$ cat src/include/async_timer2_regs.svh
`ifndef ASYNC_TIMER2_REGS_SVH
`define ASYNC_TIMER2_REGS_SVH

// ----------------------------------------
// Register offsets
// ----------------------------------------
`define OFS_COUNTER_VALUE 3'h0
`define OFS_COMPARE_VALUE 3'h1
`define OFS_TIMER_CONTROL 3'h2
`define OFS_ASYNC_STATUS 3'h3
`define OFS_IRQ_MASK 3'h4
`define OFS_IRQ_FLAGS 3'h5

// ----------------------------------------
// Field positions
// ----------------------------------------
`define BIT_ASYNC_SELECT 3
`define BIT_COUNT_PENDING 2
`define BIT_COMPARE_PENDING 1
`define BIT_CONTROL_PENDING 0
`define BIT_COMPARE_IRQ 7
`define BIT_OVERFLOW_IRQ 6
`define BIT_FORCE_COMPARE 7
`define BIT_WGM_PWM 6
`define BIT_WGM_CTC 3
`define BIT_COM_HI 5
`define BIT_COM_LO 4

// ----------------------------------------
// Reset values and timing counts
// ----------------------------------------
`define RST_BYTE 8'h00
`define COUNT_MAX 8'hFF
`define COUNT_BOTTOM 8'h00
`define TRANSFER_EDGES 2'h2
`define FLAG_SYNC_CYCLES 3

`endif

$ cat src/include/async_timer2_pkg.sv
package async_timer2_pkg;

  // Register port request
  typedef struct packed {
    logic [2:0] addr;
    logic [7:0] wdata;
    logic wr;
    logic rd;
  } reg_req_t;

  // Counting direction
  typedef enum logic {
    DIR_UP,
    DIR_DOWN
  } count_dir_t;

  // Index of the three buffered registers
  typedef enum logic [1:0] {
    SLOT_COUNT,
    SLOT_COMPARE,
    SLOT_CONTROL
  } slot_t;

endpackage : async_timer2_pkg

$ cat src/async_timer2.sv
// Implementation choices: the address map and strobed register access.
`timescale 1ns/10ps
`include "async_timer2_regs.svh"

// What this block does
// - Clock select zero counts on clk_i; one counts on crystal input rising edges.
// - Changing clock select cancels pending transfers; register contents are not guaranteed.
// - Async counter write sets count pending; cleared when counter loads from temp.
// - Async compare write sets compare pending bit 1; cleared after transfer.
// - Async control write sets control pending bit 0; cleared after transfer.
// - Counter reads return the read-back register; compare and control reads return temp storage.
// - Async writes land in temp and transfer after two rising crystal edges.
// - Each of the three registers has its own temp register and transfer path.
// - While compare or counter write is in transfer, compare match is suppressed.
// - After a wake-up, two crystal cycles pass before another wake-up can occur.
// - Wake-up starts on the timer clock after the interrupt condition.
// - Counter read-back register refreshes on crystal edges when async, every clk_i when sync; frozen in power-save.
// - Flag sync takes one timer cycle plus three processor cycles when async.
// - Compare output pin changes on timer clock, not resynchronised.
// - Compare enable bit 7 and global enable with compare flag request interrupt.
// - Overflow enable bit 6 and global enable with overflow flag request interrupt.
// - Compare flag sets on match; clears on vector execution or written one.
// - Overflow flag sets on overflow; clears on vector execution or written one.
// - In phase correct PWM overflow flag sets when counting turns at zero.
module async_timer2
  import async_timer2_pkg::*;
(
  // Clock and reset
  input wire logic clk_i,
  input wire logic resetn_i,
  // Register port
  input wire reg_req_t reg_req_i,
  output logic [7:0] rdata_o,
  // Crystal pin
  input wire logic crystal_osc_input_i,
  // CPU side
  input wire logic global_irq_enable_i,
  input wire logic compare_vector_ack_i,
  input wire logic overflow_vector_ack_i,
  input wire logic power_save_i,
  // Requests and pin
  output logic compare_irq_o,
  output logic overflow_irq_o,
  output logic wakeup_o,
  output logic compare_out_o
);

  // ----------------------------------------
  // Decode helpers
  // ----------------------------------------
  function automatic logic is_write(input reg_req_t req, input logic [2:0] ofs);
    is_write = req.wr && (req.addr == ofs);
  endfunction : is_write

  function automatic logic [2:0] slot_offset(input int idx);
    case (idx)
      0: slot_offset = `OFS_COUNTER_VALUE;
      1: slot_offset = `OFS_COMPARE_VALUE;
      default: slot_offset = `OFS_TIMER_CONTROL;
    endcase
  endfunction : slot_offset

  // ----------------------------------------
  // Crystal pin synchroniser and edge
  // ----------------------------------------
  logic xtal_meta_reg;
  logic xtal_sync_reg;
  logic xtal_prev_reg;
  logic xtal_rise;

  always_ff @(posedge clk_i or negedge resetn_i) begin
    if (!resetn_i) begin
      xtal_meta_reg <= 1'b0;
      xtal_sync_reg <= 1'b0;
      xtal_prev_reg <= 1'b0;
    end else begin
      xtal_meta_reg <= crystal_osc_input_i;
      xtal_sync_reg <= xtal_meta_reg;
      xtal_prev_reg <= xtal_sync_reg;
    end
  end

  // Edge is only reliable when clk_i runs well above the crystal
  assign xtal_rise = xtal_sync_reg & ~xtal_prev_reg;

  // ----------------------------------------
  // Clock select
  // ----------------------------------------
  logic async_clock_select_reg;
  logic select_change;
  logic timer_tick;

  assign select_change = is_write(reg_req_i, `OFS_ASYNC_STATUS) &&
                         (reg_req_i.wdata[`BIT_ASYNC_SELECT] != async_clock_select_reg);

  always_ff @(posedge clk_i or negedge resetn_i) begin
    if (!resetn_i) begin
      async_clock_select_reg <= 1'b0;
    end else if (is_write(reg_req_i, `OFS_ASYNC_STATUS)) begin
      async_clock_select_reg <= reg_req_i.wdata[`BIT_ASYNC_SELECT];
    end
  end

  assign timer_tick = async_clock_select_reg ? xtal_rise : 1'b1;

  // ----------------------------------------
  // Temp registers and transfer paths
  // ----------------------------------------
  logic [7:0] temp_reg [3];
  logic [7:0] dest_reg [3];
  logic [2:0] pending_reg;
  logic [2:0] load_now;
  logic [1:0] edge_cnt_reg [3];

  genvar gi;
  generate
    for (gi = 0; gi < 3; gi++) begin : g_slot
      logic wr_hit;
      logic [7:0] wr_val;
      assign wr_hit = is_write(reg_req_i, slot_offset(gi));
      // Force-compare strobe is never stored
      assign wr_val = (gi == SLOT_CONTROL) ?
                      (reg_req_i.wdata & 8'h7F) : reg_req_i.wdata;
      assign load_now[gi] = pending_reg[gi] && xtal_rise &&
                            (edge_cnt_reg[gi] == `TRANSFER_EDGES - 2'h1);

      always_ff @(posedge clk_i or negedge resetn_i) begin
        if (!resetn_i) begin
          temp_reg[gi] <= `RST_BYTE;
          pending_reg[gi] <= 1'b0;
          edge_cnt_reg[gi] <= 2'h0;
        end else if (select_change) begin
          pending_reg[gi] <= 1'b0;
          edge_cnt_reg[gi] <= 2'h0;
        end else if (wr_hit) begin
          temp_reg[gi] <= wr_val;
          pending_reg[gi] <= async_clock_select_reg;
          edge_cnt_reg[gi] <= 2'h0;
        end else if (load_now[gi]) begin
          pending_reg[gi] <= 1'b0;
          edge_cnt_reg[gi] <= 2'h0;
        end else if (pending_reg[gi] && xtal_rise) begin
          edge_cnt_reg[gi] <= edge_cnt_reg[gi] + 2'h1;
        end
      end

      if (gi != SLOT_COUNT) begin : g_dest
        always_ff @(posedge clk_i or negedge resetn_i) begin
          if (!resetn_i) begin
            dest_reg[gi] <= `RST_BYTE;
          end else if (wr_hit && !async_clock_select_reg) begin
            dest_reg[gi] <= wr_val;
          end else if (load_now[gi]) begin
            dest_reg[gi] <= temp_reg[gi];
          end
        end
      end else begin : g_nodest
        assign dest_reg[gi] = `RST_BYTE;
      end
    end
  endgenerate

  // ----------------------------------------
  // Counter core
  // ----------------------------------------
  logic [7:0] count_reg;
  logic [7:0] compare_live;
  logic [7:0] control_live;
  logic running;
  logic pwm_mode;
  logic ctc_mode;
  logic match_hit;
  logic match_allowed;
  logic overflow_hit;
  count_dir_t dir_reg;

  assign compare_live = dest_reg[SLOT_COMPARE];
  assign control_live = dest_reg[SLOT_CONTROL];
  assign running = control_live[2:0] != 3'h0;
  assign pwm_mode = control_live[`BIT_WGM_PWM];
  assign ctc_mode = control_live[`BIT_WGM_CTC];
  // Match would fire on a half-loaded value, so hold it off
  assign match_allowed = ~pending_reg[SLOT_COUNT] & ~pending_reg[SLOT_COMPARE];
  assign match_hit = timer_tick && running && match_allowed && (count_reg == compare_live);

  always_comb begin
    overflow_hit = 1'b0;
    if (timer_tick && running) begin
      if (pwm_mode && !ctc_mode) begin
        overflow_hit = (dir_reg == DIR_DOWN) && (count_reg == `COUNT_BOTTOM + 8'h1);
      end else begin
        overflow_hit = count_reg == `COUNT_MAX;
      end
    end
  end

  always_ff @(posedge clk_i or negedge resetn_i) begin
    if (!resetn_i) begin
      count_reg <= `RST_BYTE;
      dir_reg <= DIR_UP;
    end else if (is_write(reg_req_i, `OFS_COUNTER_VALUE) && !async_clock_select_reg) begin
      count_reg <= reg_req_i.wdata;
    end else if (load_now[SLOT_COUNT]) begin
      count_reg <= temp_reg[SLOT_COUNT];
    end else if (timer_tick && running) begin
      if (pwm_mode && !ctc_mode) begin
        case (dir_reg)
          DIR_UP: begin
            if (count_reg == `COUNT_MAX) begin
              dir_reg <= DIR_DOWN;
              count_reg <= count_reg - 8'h1;
            end else begin
              count_reg <= count_reg + 8'h1;
            end
          end
          DIR_DOWN: begin
            if (count_reg == `COUNT_BOTTOM + 8'h1) begin
              dir_reg <= DIR_UP;
            end
            count_reg <= count_reg - 8'h1;
          end
          default: dir_reg <= DIR_UP;
        endcase
      end else if (ctc_mode && !pwm_mode && match_hit) begin
        count_reg <= `COUNT_BOTTOM;
        dir_reg <= DIR_UP;
      end else begin
        count_reg <= count_reg + 8'h1;
        dir_reg <= DIR_UP;
      end
    end
  end

  // ----------------------------------------
  // Compare output pin, timer clock only
  // ----------------------------------------
  logic [1:0] com_bits;
  assign com_bits = {control_live[`BIT_COM_HI], control_live[`BIT_COM_LO]};

  always_ff @(posedge clk_i or negedge resetn_i) begin
    if (!resetn_i) begin
      compare_out_o <= 1'b0;
    end else if (match_hit) begin
      case (com_bits)
        2'b01: compare_out_o <= (pwm_mode || ctc_mode) && pwm_mode ? compare_out_o : ~compare_out_o;
        2'b10: compare_out_o <= (pwm_mode && !ctc_mode) ? (dir_reg == DIR_DOWN) : 1'b0;
        2'b11: compare_out_o <= (pwm_mode && !ctc_mode) ? (dir_reg == DIR_UP) : 1'b1;
        default: compare_out_o <= compare_out_o;
      endcase
    end else if (timer_tick && running && pwm_mode && ctc_mode && count_reg == `COUNT_MAX) begin
      compare_out_o <= (com_bits == 2'b10);
    end
  end

  // ----------------------------------------
  // Counter read-back register
  // ----------------------------------------
  logic [7:0] count_shadow_reg;
  logic tick_seen_reg;

  always_ff @(posedge clk_i or negedge resetn_i) begin
    if (!resetn_i) begin
      tick_seen_reg <= 1'b0;
      count_shadow_reg <= `RST_BYTE;
    end else begin
      tick_seen_reg <= xtal_rise;
      if (power_save_i) begin
        count_shadow_reg <= count_shadow_reg;
      end else if (!async_clock_select_reg || tick_seen_reg) begin
        count_shadow_reg <= count_reg;
      end
    end
  end

  // ----------------------------------------
  // Event sync into processor domain
  // ----------------------------------------
  logic [1:0] event_hold_reg;
  logic [1:0] event_ready;
  logic [1:0] event_pipe_reg [`FLAG_SYNC_CYCLES];

  // One timer cycle of latency when async, none when synchronous
  assign event_ready = async_clock_select_reg ? (event_hold_reg & {2{xtal_rise}}) :
                       {match_hit, overflow_hit};

  always_ff @(posedge clk_i or negedge resetn_i) begin
    if (!resetn_i) begin
      event_hold_reg <= 2'b00;
    end else if (async_clock_select_reg) begin
      event_hold_reg <= (event_hold_reg & ~{2{xtal_rise}}) | {match_hit, overflow_hit};
    end else begin
      event_hold_reg <= 2'b00;
    end
  end

  generate
    for (gi = 0; gi < `FLAG_SYNC_CYCLES; gi++) begin : g_pipe
      // Clamped so stage 0 never names index -1
      localparam int prev_idx = (gi == 0) ? 0 : gi - 1;
      always_ff @(posedge clk_i or negedge resetn_i) begin
        if (!resetn_i) begin
          event_pipe_reg[gi] <= 2'b00;
        end else if (gi == 0) begin
          event_pipe_reg[gi] <= event_ready;
        end else begin
          event_pipe_reg[gi] <= event_pipe_reg[prev_idx];
        end
      end
    end
  endgenerate

  // ----------------------------------------
  // Flags and mask
  // ----------------------------------------
  logic compare_match_flag_reg;
  logic overflow_flag_reg;
  logic compare_irq_enable_reg;
  logic overflow_irq_enable_reg;
  logic [1:0] flag_set;
  logic flag_wr;

  assign flag_set = event_pipe_reg[`FLAG_SYNC_CYCLES - 1];
  assign flag_wr = is_write(reg_req_i, `OFS_IRQ_FLAGS);

  // Set beats a clear arriving in the same cycle
  always_ff @(posedge clk_i or negedge resetn_i) begin
    if (!resetn_i) begin
      compare_match_flag_reg <= 1'b0;
    end else if (flag_set[1]) begin
      compare_match_flag_reg <= 1'b1;
    end else if (compare_vector_ack_i || (flag_wr && reg_req_i.wdata[`BIT_COMPARE_IRQ])) begin
      compare_match_flag_reg <= 1'b0;
    end
  end

  always_ff @(posedge clk_i or negedge resetn_i) begin
    if (!resetn_i) begin
      overflow_flag_reg <= 1'b0;
    end else if (flag_set[0]) begin
      overflow_flag_reg <= 1'b1;
    end else if (overflow_vector_ack_i || (flag_wr && reg_req_i.wdata[`BIT_OVERFLOW_IRQ])) begin
      overflow_flag_reg <= 1'b0;
    end
  end

  always_ff @(posedge clk_i or negedge resetn_i) begin
    if (!resetn_i) begin
      compare_irq_enable_reg <= 1'b0;
      overflow_irq_enable_reg <= 1'b0;
    end else if (is_write(reg_req_i, `OFS_IRQ_MASK)) begin
      compare_irq_enable_reg <= reg_req_i.wdata[`BIT_COMPARE_IRQ];
      overflow_irq_enable_reg <= reg_req_i.wdata[`BIT_OVERFLOW_IRQ];
    end
  end

  assign compare_irq_o = compare_match_flag_reg & compare_irq_enable_reg & global_irq_enable_i;
  assign overflow_irq_o = overflow_flag_reg & overflow_irq_enable_reg & global_irq_enable_i;

  // ----------------------------------------
  // Power-save wake-up
  // ----------------------------------------
  logic wake_block_reg;
  logic wake_cond;

  assign wake_cond = power_save_i && async_clock_select_reg && (compare_irq_o || overflow_irq_o);

  always_ff @(posedge clk_i or negedge resetn_i) begin
    if (!resetn_i) begin
      wakeup_o <= 1'b0;
      wake_block_reg <= 1'b0;
    end else begin
      wakeup_o <= wake_cond && xtal_rise && !wake_block_reg;
      if (wake_cond && xtal_rise && !wake_block_reg) begin
        wake_block_reg <= 1'b1;
      end else if (xtal_rise) begin
        wake_block_reg <= 1'b0;
      end
    end
  end

  // ----------------------------------------
  // Read port
  // ----------------------------------------
  always_ff @(posedge clk_i or negedge resetn_i) begin
    if (!resetn_i) begin
      rdata_o <= `RST_BYTE;
    end else if (reg_req_i.rd) begin
      case (reg_req_i.addr)
        `OFS_COUNTER_VALUE: rdata_o <= count_shadow_reg;
        `OFS_COMPARE_VALUE: rdata_o <= temp_reg[SLOT_COMPARE];
        `OFS_TIMER_CONTROL: rdata_o <= temp_reg[SLOT_CONTROL];
        `OFS_ASYNC_STATUS: rdata_o <= {4'h0, async_clock_select_reg, pending_reg[SLOT_COUNT],
                                       pending_reg[SLOT_COMPARE], pending_reg[SLOT_CONTROL]};
        `OFS_IRQ_MASK: rdata_o <= {compare_irq_enable_reg, overflow_irq_enable_reg, 6'h00};
        `OFS_IRQ_FLAGS: rdata_o <= {compare_match_flag_reg, overflow_flag_reg, 6'h00};
        default: rdata_o <= `RST_BYTE;
      endcase
    end else begin
      rdata_o <= `RST_BYTE;
    end
  end

endmodule : async_timer2

$ cat config.mk
export PLATFORM = sky130hd
export DESIGN_NAME = async_timer2
export DESIGN_NICKNAME = d
export VERILOG_FILES = /design/src/include/async_timer2_pkg.sv /design/src/async_timer2.sv
export VERILOG_INCLUDE_DIRS = /design/src /design/src/include
export SDC_FILE = /design/constraint.sdc
export NUM_CORES = 1
export LEC_CHECK = 0
export BUFFER_PORTS_ARGS = -buffer_cell sky130_fd_sc_hd__buf_2
export CORE_MARGIN = 5
export CORE_UTILIZATION = 60
export DETAILED_ROUTE_END_ITERATION = 7
export GPL_ROUTABILITY_DRIVEN = 1
export PLACE_DENSITY = 0.76
export SLEW_MARGIN = 20
export SYNTH_ARGS = -nofsm -noshare
export SYNTH_HDL_FRONTEND = slang
export SYNTH_SLANG_ARGS = --single-unit
export TNS_END_PERCENT = 10
$ cat constraint.sdc
create_clock -name clk_i -period 4.5 [get_ports clk_i]
set_input_delay 0.9 -clock clk_i [delete_from_list [all_inputs] [get_ports clk_i]]
set_output_delay 0.9 -clock clk_i [all_outputs]
set_load 0.005 [all_outputs]
Word-level counts from Yosys, hierarchy flattened
Index checks and enable logic that the tools add are counted.

Register bits after elaboration: 92. Bits in latches: 0. RAM bits: 0. ROM bits: 0. Input bits: 20. Logic and storage cells: 190. Memories: 0.

Add/subtract/negate cells: 5. Multiply operators: 0. Divide/modulo/power cells: 0. Magnitude comparators: 0. Equality and inequality tests: 17. Shift operators: 0. Multiplexer cells: 55. Bitwise operators: 19. Reductions and logical operators: 63.

Operator list (count): $mux 8 (9); $pmux 8 s6 (1); $logic_and 1x1->1 (33); $mux 2 (14); $mux 1 (26); $pmux 8 s2 (1); $reduce_bool 3->1 (5); $mux 7 (2); $reduce_bool 2->1 (6); $reduce_bool 4->1 (3); $not 1->1 (9); $add 8x1->8 const B (1); $eq 2x1->1 const B (4); $eq 8x1->1 const B (1); $eq 8x8->1 (1); $eq 8x8->1 const B (1); $reduce_and 2->1 (4); $sub 8x1->8 const B (1); $add 2x1->2 const B (3); $and 1x1->1 (6); $eq 3x2->1 const B (2); $eq 3x3->1 const B (2); $reduce_and 3->1 (2); $logic_or 1x1->1 (5); 12 further kinds (17).

Depth between registers and ports, before layout
Gate-level depths: netlist of run 1.

Word-level depth: 12. Mapped depth: 8.

Worst setup path before layout of run 1
Ideal clock, no wire load.

Path type: input -> register. Start: in reg_req_i[10] in the netlist's numbering. End: reg count_reg[7]. Library setup time: 126 ps. Arrival: 2120 ps. Required time: 4374 ps. Path slack: 2254 ps. Stages: 7. Cell sequence: buf_2 -> nor4b_4 -> and2_1 -> buf_2 -> o31ai_1 -> a311oi_1 -> nor2_1.

Word-level cells in the longest chain between the ends: 4.

Ends and longest elaborated chain: start: declaration (RTL line async_timer2.sv:32) `input wire reg_req_t reg_req_i,`; $logic_not 3->1 * (RTL line async_timer2.sv:52) `is_write = req.wr && (req.addr == ofs);`; $logic_and 1x1->1 * (RTL line async_timer2.sv:52); $logic_and 1x1->1 * (RTL line async_timer2.sv:201) `` end else if (is_write(reg_req_i, `OFS_COUNTER_VALUE) && !async_clock_select_reg) begin ``; $reduce_bool 3->1 (no source line) or $mux 8 (tied branches); end signal: assignment (RTL line async_timer2.sv:199) `` count_reg <= `RST_BYTE; ``; end signal: assignment (RTL line async_timer2.sv:202) `count_reg <= reg_req_i.wdata;`; end signal: assignment (RTL line async_timer2.sv:204) `count_reg <= temp_reg[SLOT_COUNT];`; end: declaration (RTL line async_timer2.sv:166) `logic [7:0] count_reg;`.

Every way passes the cells marked *; elsewhere a longest branch is shown, timed or not. A chain may end at the register's enable or synchronous reset.

Final worst setup path of run 1
Start: in reg_req_i[10] in the netlist's numbering. End: reg count_reg[3].

The elaborated chain is that of the path after synthesis.

==> impl_metrics.tcl, run 1 <==
set metrics [dict create \
    max_cap_viol_count 0 \
    routedWlPerCell_um 19.5 \
    arrival_ps 3170 \
    drc 0 \
    place.gp.congestion 0.902 \
    reg2reg_to "count_reg[3]" \
    period_needed_ps 2870 \
    first_global_vias 3290 \
    power_w 0.00272 \
    fillers 567 \
    r2r_cells 6 \
    ctsRootBufferMaster "clkbuf_8" \
    synth_ff_type "dfrtp_1" \
    ant_nets 0 \
    numCtsBuffers 9 \
    hold_class "flop to flop" \
    hold_path_depth 0 \
    tightest_slew_ps 889 \
    drv_slew 0 \
    reg2reg_slack_ps 2120 \
    htreeDepth 3 \
    grt_pass1_wl_um 17300 \
    start_util_pct 62.3 \
    outcome "complete, no violations" \
    ir_drop_mv 0.249 \
    grt_overflow 0 \
    synth_fp_nets 445 \
    regArea_mm2 0.00230 \
    nets 470 \
    synth-edff-count 0 \
    clockBufferDepth 2 \
    area_growth_pct 9.40 \
    totalWireLength_um 10800 \
    first_pass_iters 5 \
    fp.dieH_um 97.5 \
    min_from "event_pipe_reg[5]" \
    cts_setup_buffers 0 \
    num_antenna_cells 0 \
    drtIter0Drc 208 \
    antenna_found_initial 0 \
    max_freq_mhz 348 \
    core_area_mm2 0.00737 \
    num_vias 3426 \
    crit_fanout 17 \
    fin_skew_ps 13.6 \
    cp-start-kind "input port" \
    criticalPathCategory "input port to flop" \
    syn-cell-area_mm2 0.00459 \
    syn_inst 422 \
    end_kind "flop" \
    largest_reg_flops 23 \
    placed_cell_area_mm2 0.00476 \
    ys_types 63 \
    critPathRequiredTime_ps 4800 \
    setup_tns_ps 0 \
    clock_latency_ps 360 \
    grt_start_max_net_pins 71 \
    ys_ff_latch 92 \
    yosysSeqAreaShare_pct 50.1 \
    clkTransAtPathRegs_ps 90 \
    cellLeakagePower_nw 2.20 \
    viasPerCell 6.22 \
    holdBufCountCts 0 \
    power.density_mw_per_mm2 541 \
    slew_headroom_pct 40.5 \
    syn_area_per_cell_um2 10.9 \
    clkSinkCount 92 \
    pin_count 32 \
    cts_tree "done" \
    period_share_pct 63.8 \
    die_x_um 97.5 \
    min_to "event_pipe_reg[3]" \
    fin_area_mm2 0.00502 \
    r2r-start "async_clock_select_reg" \
    rsz0062_at_grt "no" \
    multiInputGateArea_mm2 0.00210 \
    post_cts_resized 0 \
    hold_viol 0 \
    numPortBuffers 31 \
    drive_gt1_share_pct 23.2 \
    grt_use_total_pct 23.3 \
    synth_warnings 0 \
    hpwl_um 7630 \
    setup_viol 0 \
    async_flop_share_pct 100 \
    rows 31 \
    die-area_mm2 0.00950 \
]
[cell usage in the layout, fill, tap and decap left out, types with 3 or more instances in the layout]
cell type / synthesis / layout
dfrtp_1: 92 / 92
nor2_1: 40 / 40
mux2_2: 34 / 34
a21oi_1: 32 / 32
buf_2: 8 / 30
mux2i_1: 27 / 27
nand2_1: 26 / 26
nor3_1: 13 / 13
inv_1: 12 / 12
clkbuf_8: 0 / 11
xnor2_1: 10 / 10
nand3_1: 9 / 9
o21ai_0: 9 / 9
o22ai_1: 8 / 8
nand4_1: 6 / 6
o21ai_1: 5 / 5
and3_1: 5 / 5
a31oi_1: 5 / 5
and2_1: 4 / 4
buf_4: 0 / 4
nor2_2: 3 / 3
a21boi_0: 3 / 3
xnor2_2: 3 / 3
o31ai_1: 3 / 3
ha_1: 3 / 3
bufinv_16: 0 / 3
[worst max path at each step]
stage                  startpoint            to  depth (start not counted)
global route        reg_req_i[10]  count_reg[3]                          7
finish              reg_req_i[10]  count_reg[3]                          7
floorplan           reg_req_i[10]  count_reg[7]                          7
detailed placement  reg_req_i[10]  count_reg[3]                          7
global placement    reg_req_i[10]  count_reg[3]                          7
CTS                 reg_req_i[10]  count_reg[3]                          7
[report_power, final]
| part | internal [W] | leakage [nW] | switching [W] |
|---|---|---|---|
| combinational | 0.000364 | 0.954 | 0.000349 |
| sequential | 0.00104 | 1.12 | 0.000264 |
| clock | 0.000401 | 0.126 | 0.000297 |
[per-stage QoR]
step	util (%)	std cells	hold slack [ps]	setup WS, ps
2_1_floorplan	-	422	331	2250
3_3_place_gp	64.7	535	336	1400
3_5_place_dp	64.7	535	336	1300
4_1_cts	68.1	551	358	1660
5_1_grt	68.1	551	368	1480
6_report	68.1	551	357	1630
[layout make-up]
| cell class | instances | share of cell area, % |
|---|---|---|
| Clock buffer | 11 | 3.01 |
| Inverter | 14 | 1.07 |
| Multi-Input combinational cell | 296 | 41.9 |
| Timing Repair Buffer | 34 | 3.59 |
| Sequential cell | 92 | 45.8 |
| Tap cell | 99 | 2.47 |
| Clock inverter | 5 | 2.12 |
[metal layers]
metal  GRT usage [%]  vias up  share of wire [%]
li1                -     1558                  -
met1            33.0     1719                 44
met2            35.6      129                 48
met3            5.03       20                6.7
met4            8.20        0                1.8
met5               0        -                  0
[logic make-up (layout without fill, tap and decap cells)]
logic type,after synthesis,in the layout,synth area share [%]
compound gates,86,86,11.8
xor+xnor,15,15,3.35
fa+ha+maj,3,3,0.818
buf+inv,34,64,4.01
flops,92,92,50.1
mux,63,63,15.2
simple gates,129,129,14.6
[critical path, cell delays in order]
cell and delay [ps]:
buf_2 230, nor4b_4 840, and2_1 430, nor2_1 180
nand2_1 270, o21a_1 170, o22a_1 120
[cells in the mapped netlist (3+ instances only)]
library cell	n	share of area, %
xnor2_2	3	1.1
a21oi_1	32	3.5
dfrtp_1	92	50
nand2_1	26	2.1
nor3_1	13	1.4
buf_2	8	0.87
mux2_2	34	8.3
a21boi_0	3	0.49
o22ai_1	8	1.1
nor2_1	40	3.3
xnor2_1	10	1.9
buf_6	6	1.5
o31ai_1	3	0.49
and3_1	5	0.68
ha_1	3	0.82
nand3_1	9	0.98
o21ai_1	5	0.55
and2_1	4	0.55
clkbuf_1	4	0.33
nand4_1	6	0.82
a31oi_1	5	0.68
mux2i_1	27	5.9
inv_1	12	0.98
nor2_2	3	0.41
o21ai_0	9	0.98
No activity file was read; power rests on OpenSTA's default activity.
==> inputs of run 2 (changes only) <==
--- a/config.mk
+++ b/config.mk
@@ -8,10 +8,10 @@
 export LEC_CHECK = 0
 export BUFFER_PORTS_ARGS = -buffer_cell sky130_fd_sc_hd__buf_2
 export CORE_MARGIN = 5
-export CORE_UTILIZATION = 60
+export CORE_UTILIZATION = 54
 export DETAILED_ROUTE_END_ITERATION = 7
 export GPL_ROUTABILITY_DRIVEN = 1
-export PLACE_DENSITY = 0.76
+export PLACE_DENSITY = 0.72
 export SLEW_MARGIN = 20
 export SYNTH_ARGS = -nofsm -noshare
 export SYNTH_HDL_FRONTEND = slang
==> constraint.sdc (replaced) <==
create_clock -name clk_i -period 2.5 [get_ports clk_i]
set_input_delay 0.5 -clock clk_i [delete_from_list [all_inputs] [get_ports clk_i]]
set_output_delay 0.5 -clock clk_i [all_outputs]
set_load 0.005 [all_outputs]
==> run 2 against run 1 <==
  * Clock skew up 4.3 ps
  * Via count down 0.41%
  * Final area up 1.3%
  * Register-to-register slack worse by 1800 ps
  * Highest routed layer unchanged
  * Largest cell class unchanged
  * Critical path depth unchanged
==> impl_metrics.tcl, run 2 (synthesized netlist as in run 1, its figures left out) <==
set metrics [dict create \
    fp.dieH_um 102 \
    ctsRootBufferMaster "clkbuf_8" \
    viasPerCell 6.01 \
    fillers 726 \
    combPwrFrac_pct 30.1 \
    post_cts_resized 0 \
    holdWs_ps 31.7 \
    grt_start_max_net_pins 72 \
    p_int_w 0.00309 \
    drc 0 \
    drive_gt1_share_pct 25.1 \
    ant_nets 0 \
    numPortBuffers 31 \
    period_share_pct 86.1 \
    power.density_mw_per_mm2 939 \
    power_w 0.00478 \
    grt_pass1_wl_um 18200 \
    tightest_slew_ps 612 \
    hpwl_um 8020 \
    arrival_ps 2390 \
    regArea_mm2 0.00230 \
    largest_reg_flops 23 \
    clkSinkCount 92 \
    setup_tns_ps 0 \
    place.gp.congestion 0.859 \
    criticalPathCategory "flop to flop" \
    layout_commonest_cell "dfrtp_1" \
    grt_overflow 0 \
    rows 33 \
    first_pass_iters 5 \
    num_antenna_cells 0 \
    num_vias 3412 \
    antenna_found_initial 0 \
    clockBufferDepth 2 \
    area_growth_pct 10.8 \
    clock_latency_ps 360 \
    htreeDepth 3 \
    die-area_mm2 0.0104 \
    slew_headroom_pct 59.1 \
    pin_count 32 \
    die_x_um 102 \
    max_cap_viol_count 0 \
    drv_slew 0 \
    totalWireLength_um 11000 \
    grt_use_total_pct 22.9 \
    p_switching_w 0.00169 \
    cts_tree "done" \
    outcome "complete, no violations" \
    final_cell_mix "dfrtp_1 (92), nor2_1 (40), mux2_2 (34)" \
    cp-start-kind "flop" \
    period_needed_ps 2150 \
    rsz0062_at_grt "no" \
    setup_viol 0 \
    numCtsBuffers 9 \
    drtIter0Drc 180 \
    holdBufCountCts 0 \
    fin_skew_ps 17.9 \
    p_clk_share_pct 22.0 \
    cellLeakagePower_nw 2.24 \
    critPathRequiredTime_ps 2740 \
    clkTransAtPathRegs_ps 90 \
    ir_drop_mv 0.484 \
    start_util_pct 55.6 \
    end_kind "flop" \
    routedWlPerCell_um 19.4 \
    first_global_vias 3355 \
    pwr-share-seq_pct 47.9 \
    max_freq_mhz 465 \
    multiInputGateArea_mm2 0.00210 \
    swShare_pct 35.3 \
    nets 481 \
    core_area_mm2 0.00826 \
    hold_class "input port to async pin" \
    crit_fanout 7 \
    hold_viol 0 \
    cts_setup_buffers 0 \
]
[run 2: cell types whose count changed in the layout (fill, tap and decap cells not counted)]
cell,change
inv_6,+1
buf_12,+2
clkinv_4,+2
buf_4,+9
clkinvlp_4,-1
bufinv_16,-2
clkbuf_8,-1
clkinv_2,+1
[run 2: layout make-up]
cell class	instances	area share [%]
inverter	14	1.06
timing repair buffer	45	5.66
sequential	92	45.3
clock buffer	10	2.71
tap	105	2.58
multi-input combinational	296	41.4
clock inverter	6	1.38
[run 2: path summary, 6_finish.rpt]
kind / startpoint / endpoint / slack [ps] / depth (start not counted)
max in group asynchronous: resetn_i / rdata_o[5] / 1800 / 2
min in group clk_i: crystal_osc_input_i / xtal_meta_reg / 240 / 1
worst min-delay path: resetn_i / temp_reg[11] / 30 / 1
worst min register to register: xtal_meta_reg / xtal_sync_reg / 360 / 0
worst max-delay path: count_reg[0] / count_reg[3] / 350 / 7
worst max register to register: count_reg[0] / count_reg[3] / 350 / 7
[run 2: worst max-delay path, cell delays in order, from the launching register on]
cell and delay (ps):
dfrtp_1 470, ha_1 280, nand3_1 170, nor2_2 90, o21ai_2 280, mux2_2 390, o21a_1 180, o22a_1 180
[run 2: per-stage QoR]
| step | setup WS (ps) | std cells | utilization, % | cell area (µm²) |
|---|---|---|---|---|
| after floorplan | 512 | 422 | - | 4590 |
| after global placement | 325 | 552 | 59.1 | 4880 |
| after detailed placement | 300 | 552 | 59.1 | 4880 |
| after CTS | 363 | 568 | 61.6 | 5090 |
| after global routing | 238 | 568 | 61.6 | 5090 |
| final | 347 | 568 | 61.6 | 5090 |
[run 2: power groups by stage]
stage                     clock network [W]  logic, W  registers [W]
after floorplan                           0   0.00117        0.00212
after global placement                    0   0.00139        0.00229
after detailed placement                  0   0.00142        0.00231
after CTS                           0.00107   0.00143        0.00228
after global routing                0.00114   0.00159        0.00235
final                               0.00105   0.00144        0.00229
[run 2: metal layers]
metal  vias up  GRT usage, %  share of wire (%)
li1       1582             -                  -
met1      1702          33.8                 47
met2       115          34.8                 45
met3        13          4.16                6.2
met4         0          6.36                1.4
met5         -             0                  0
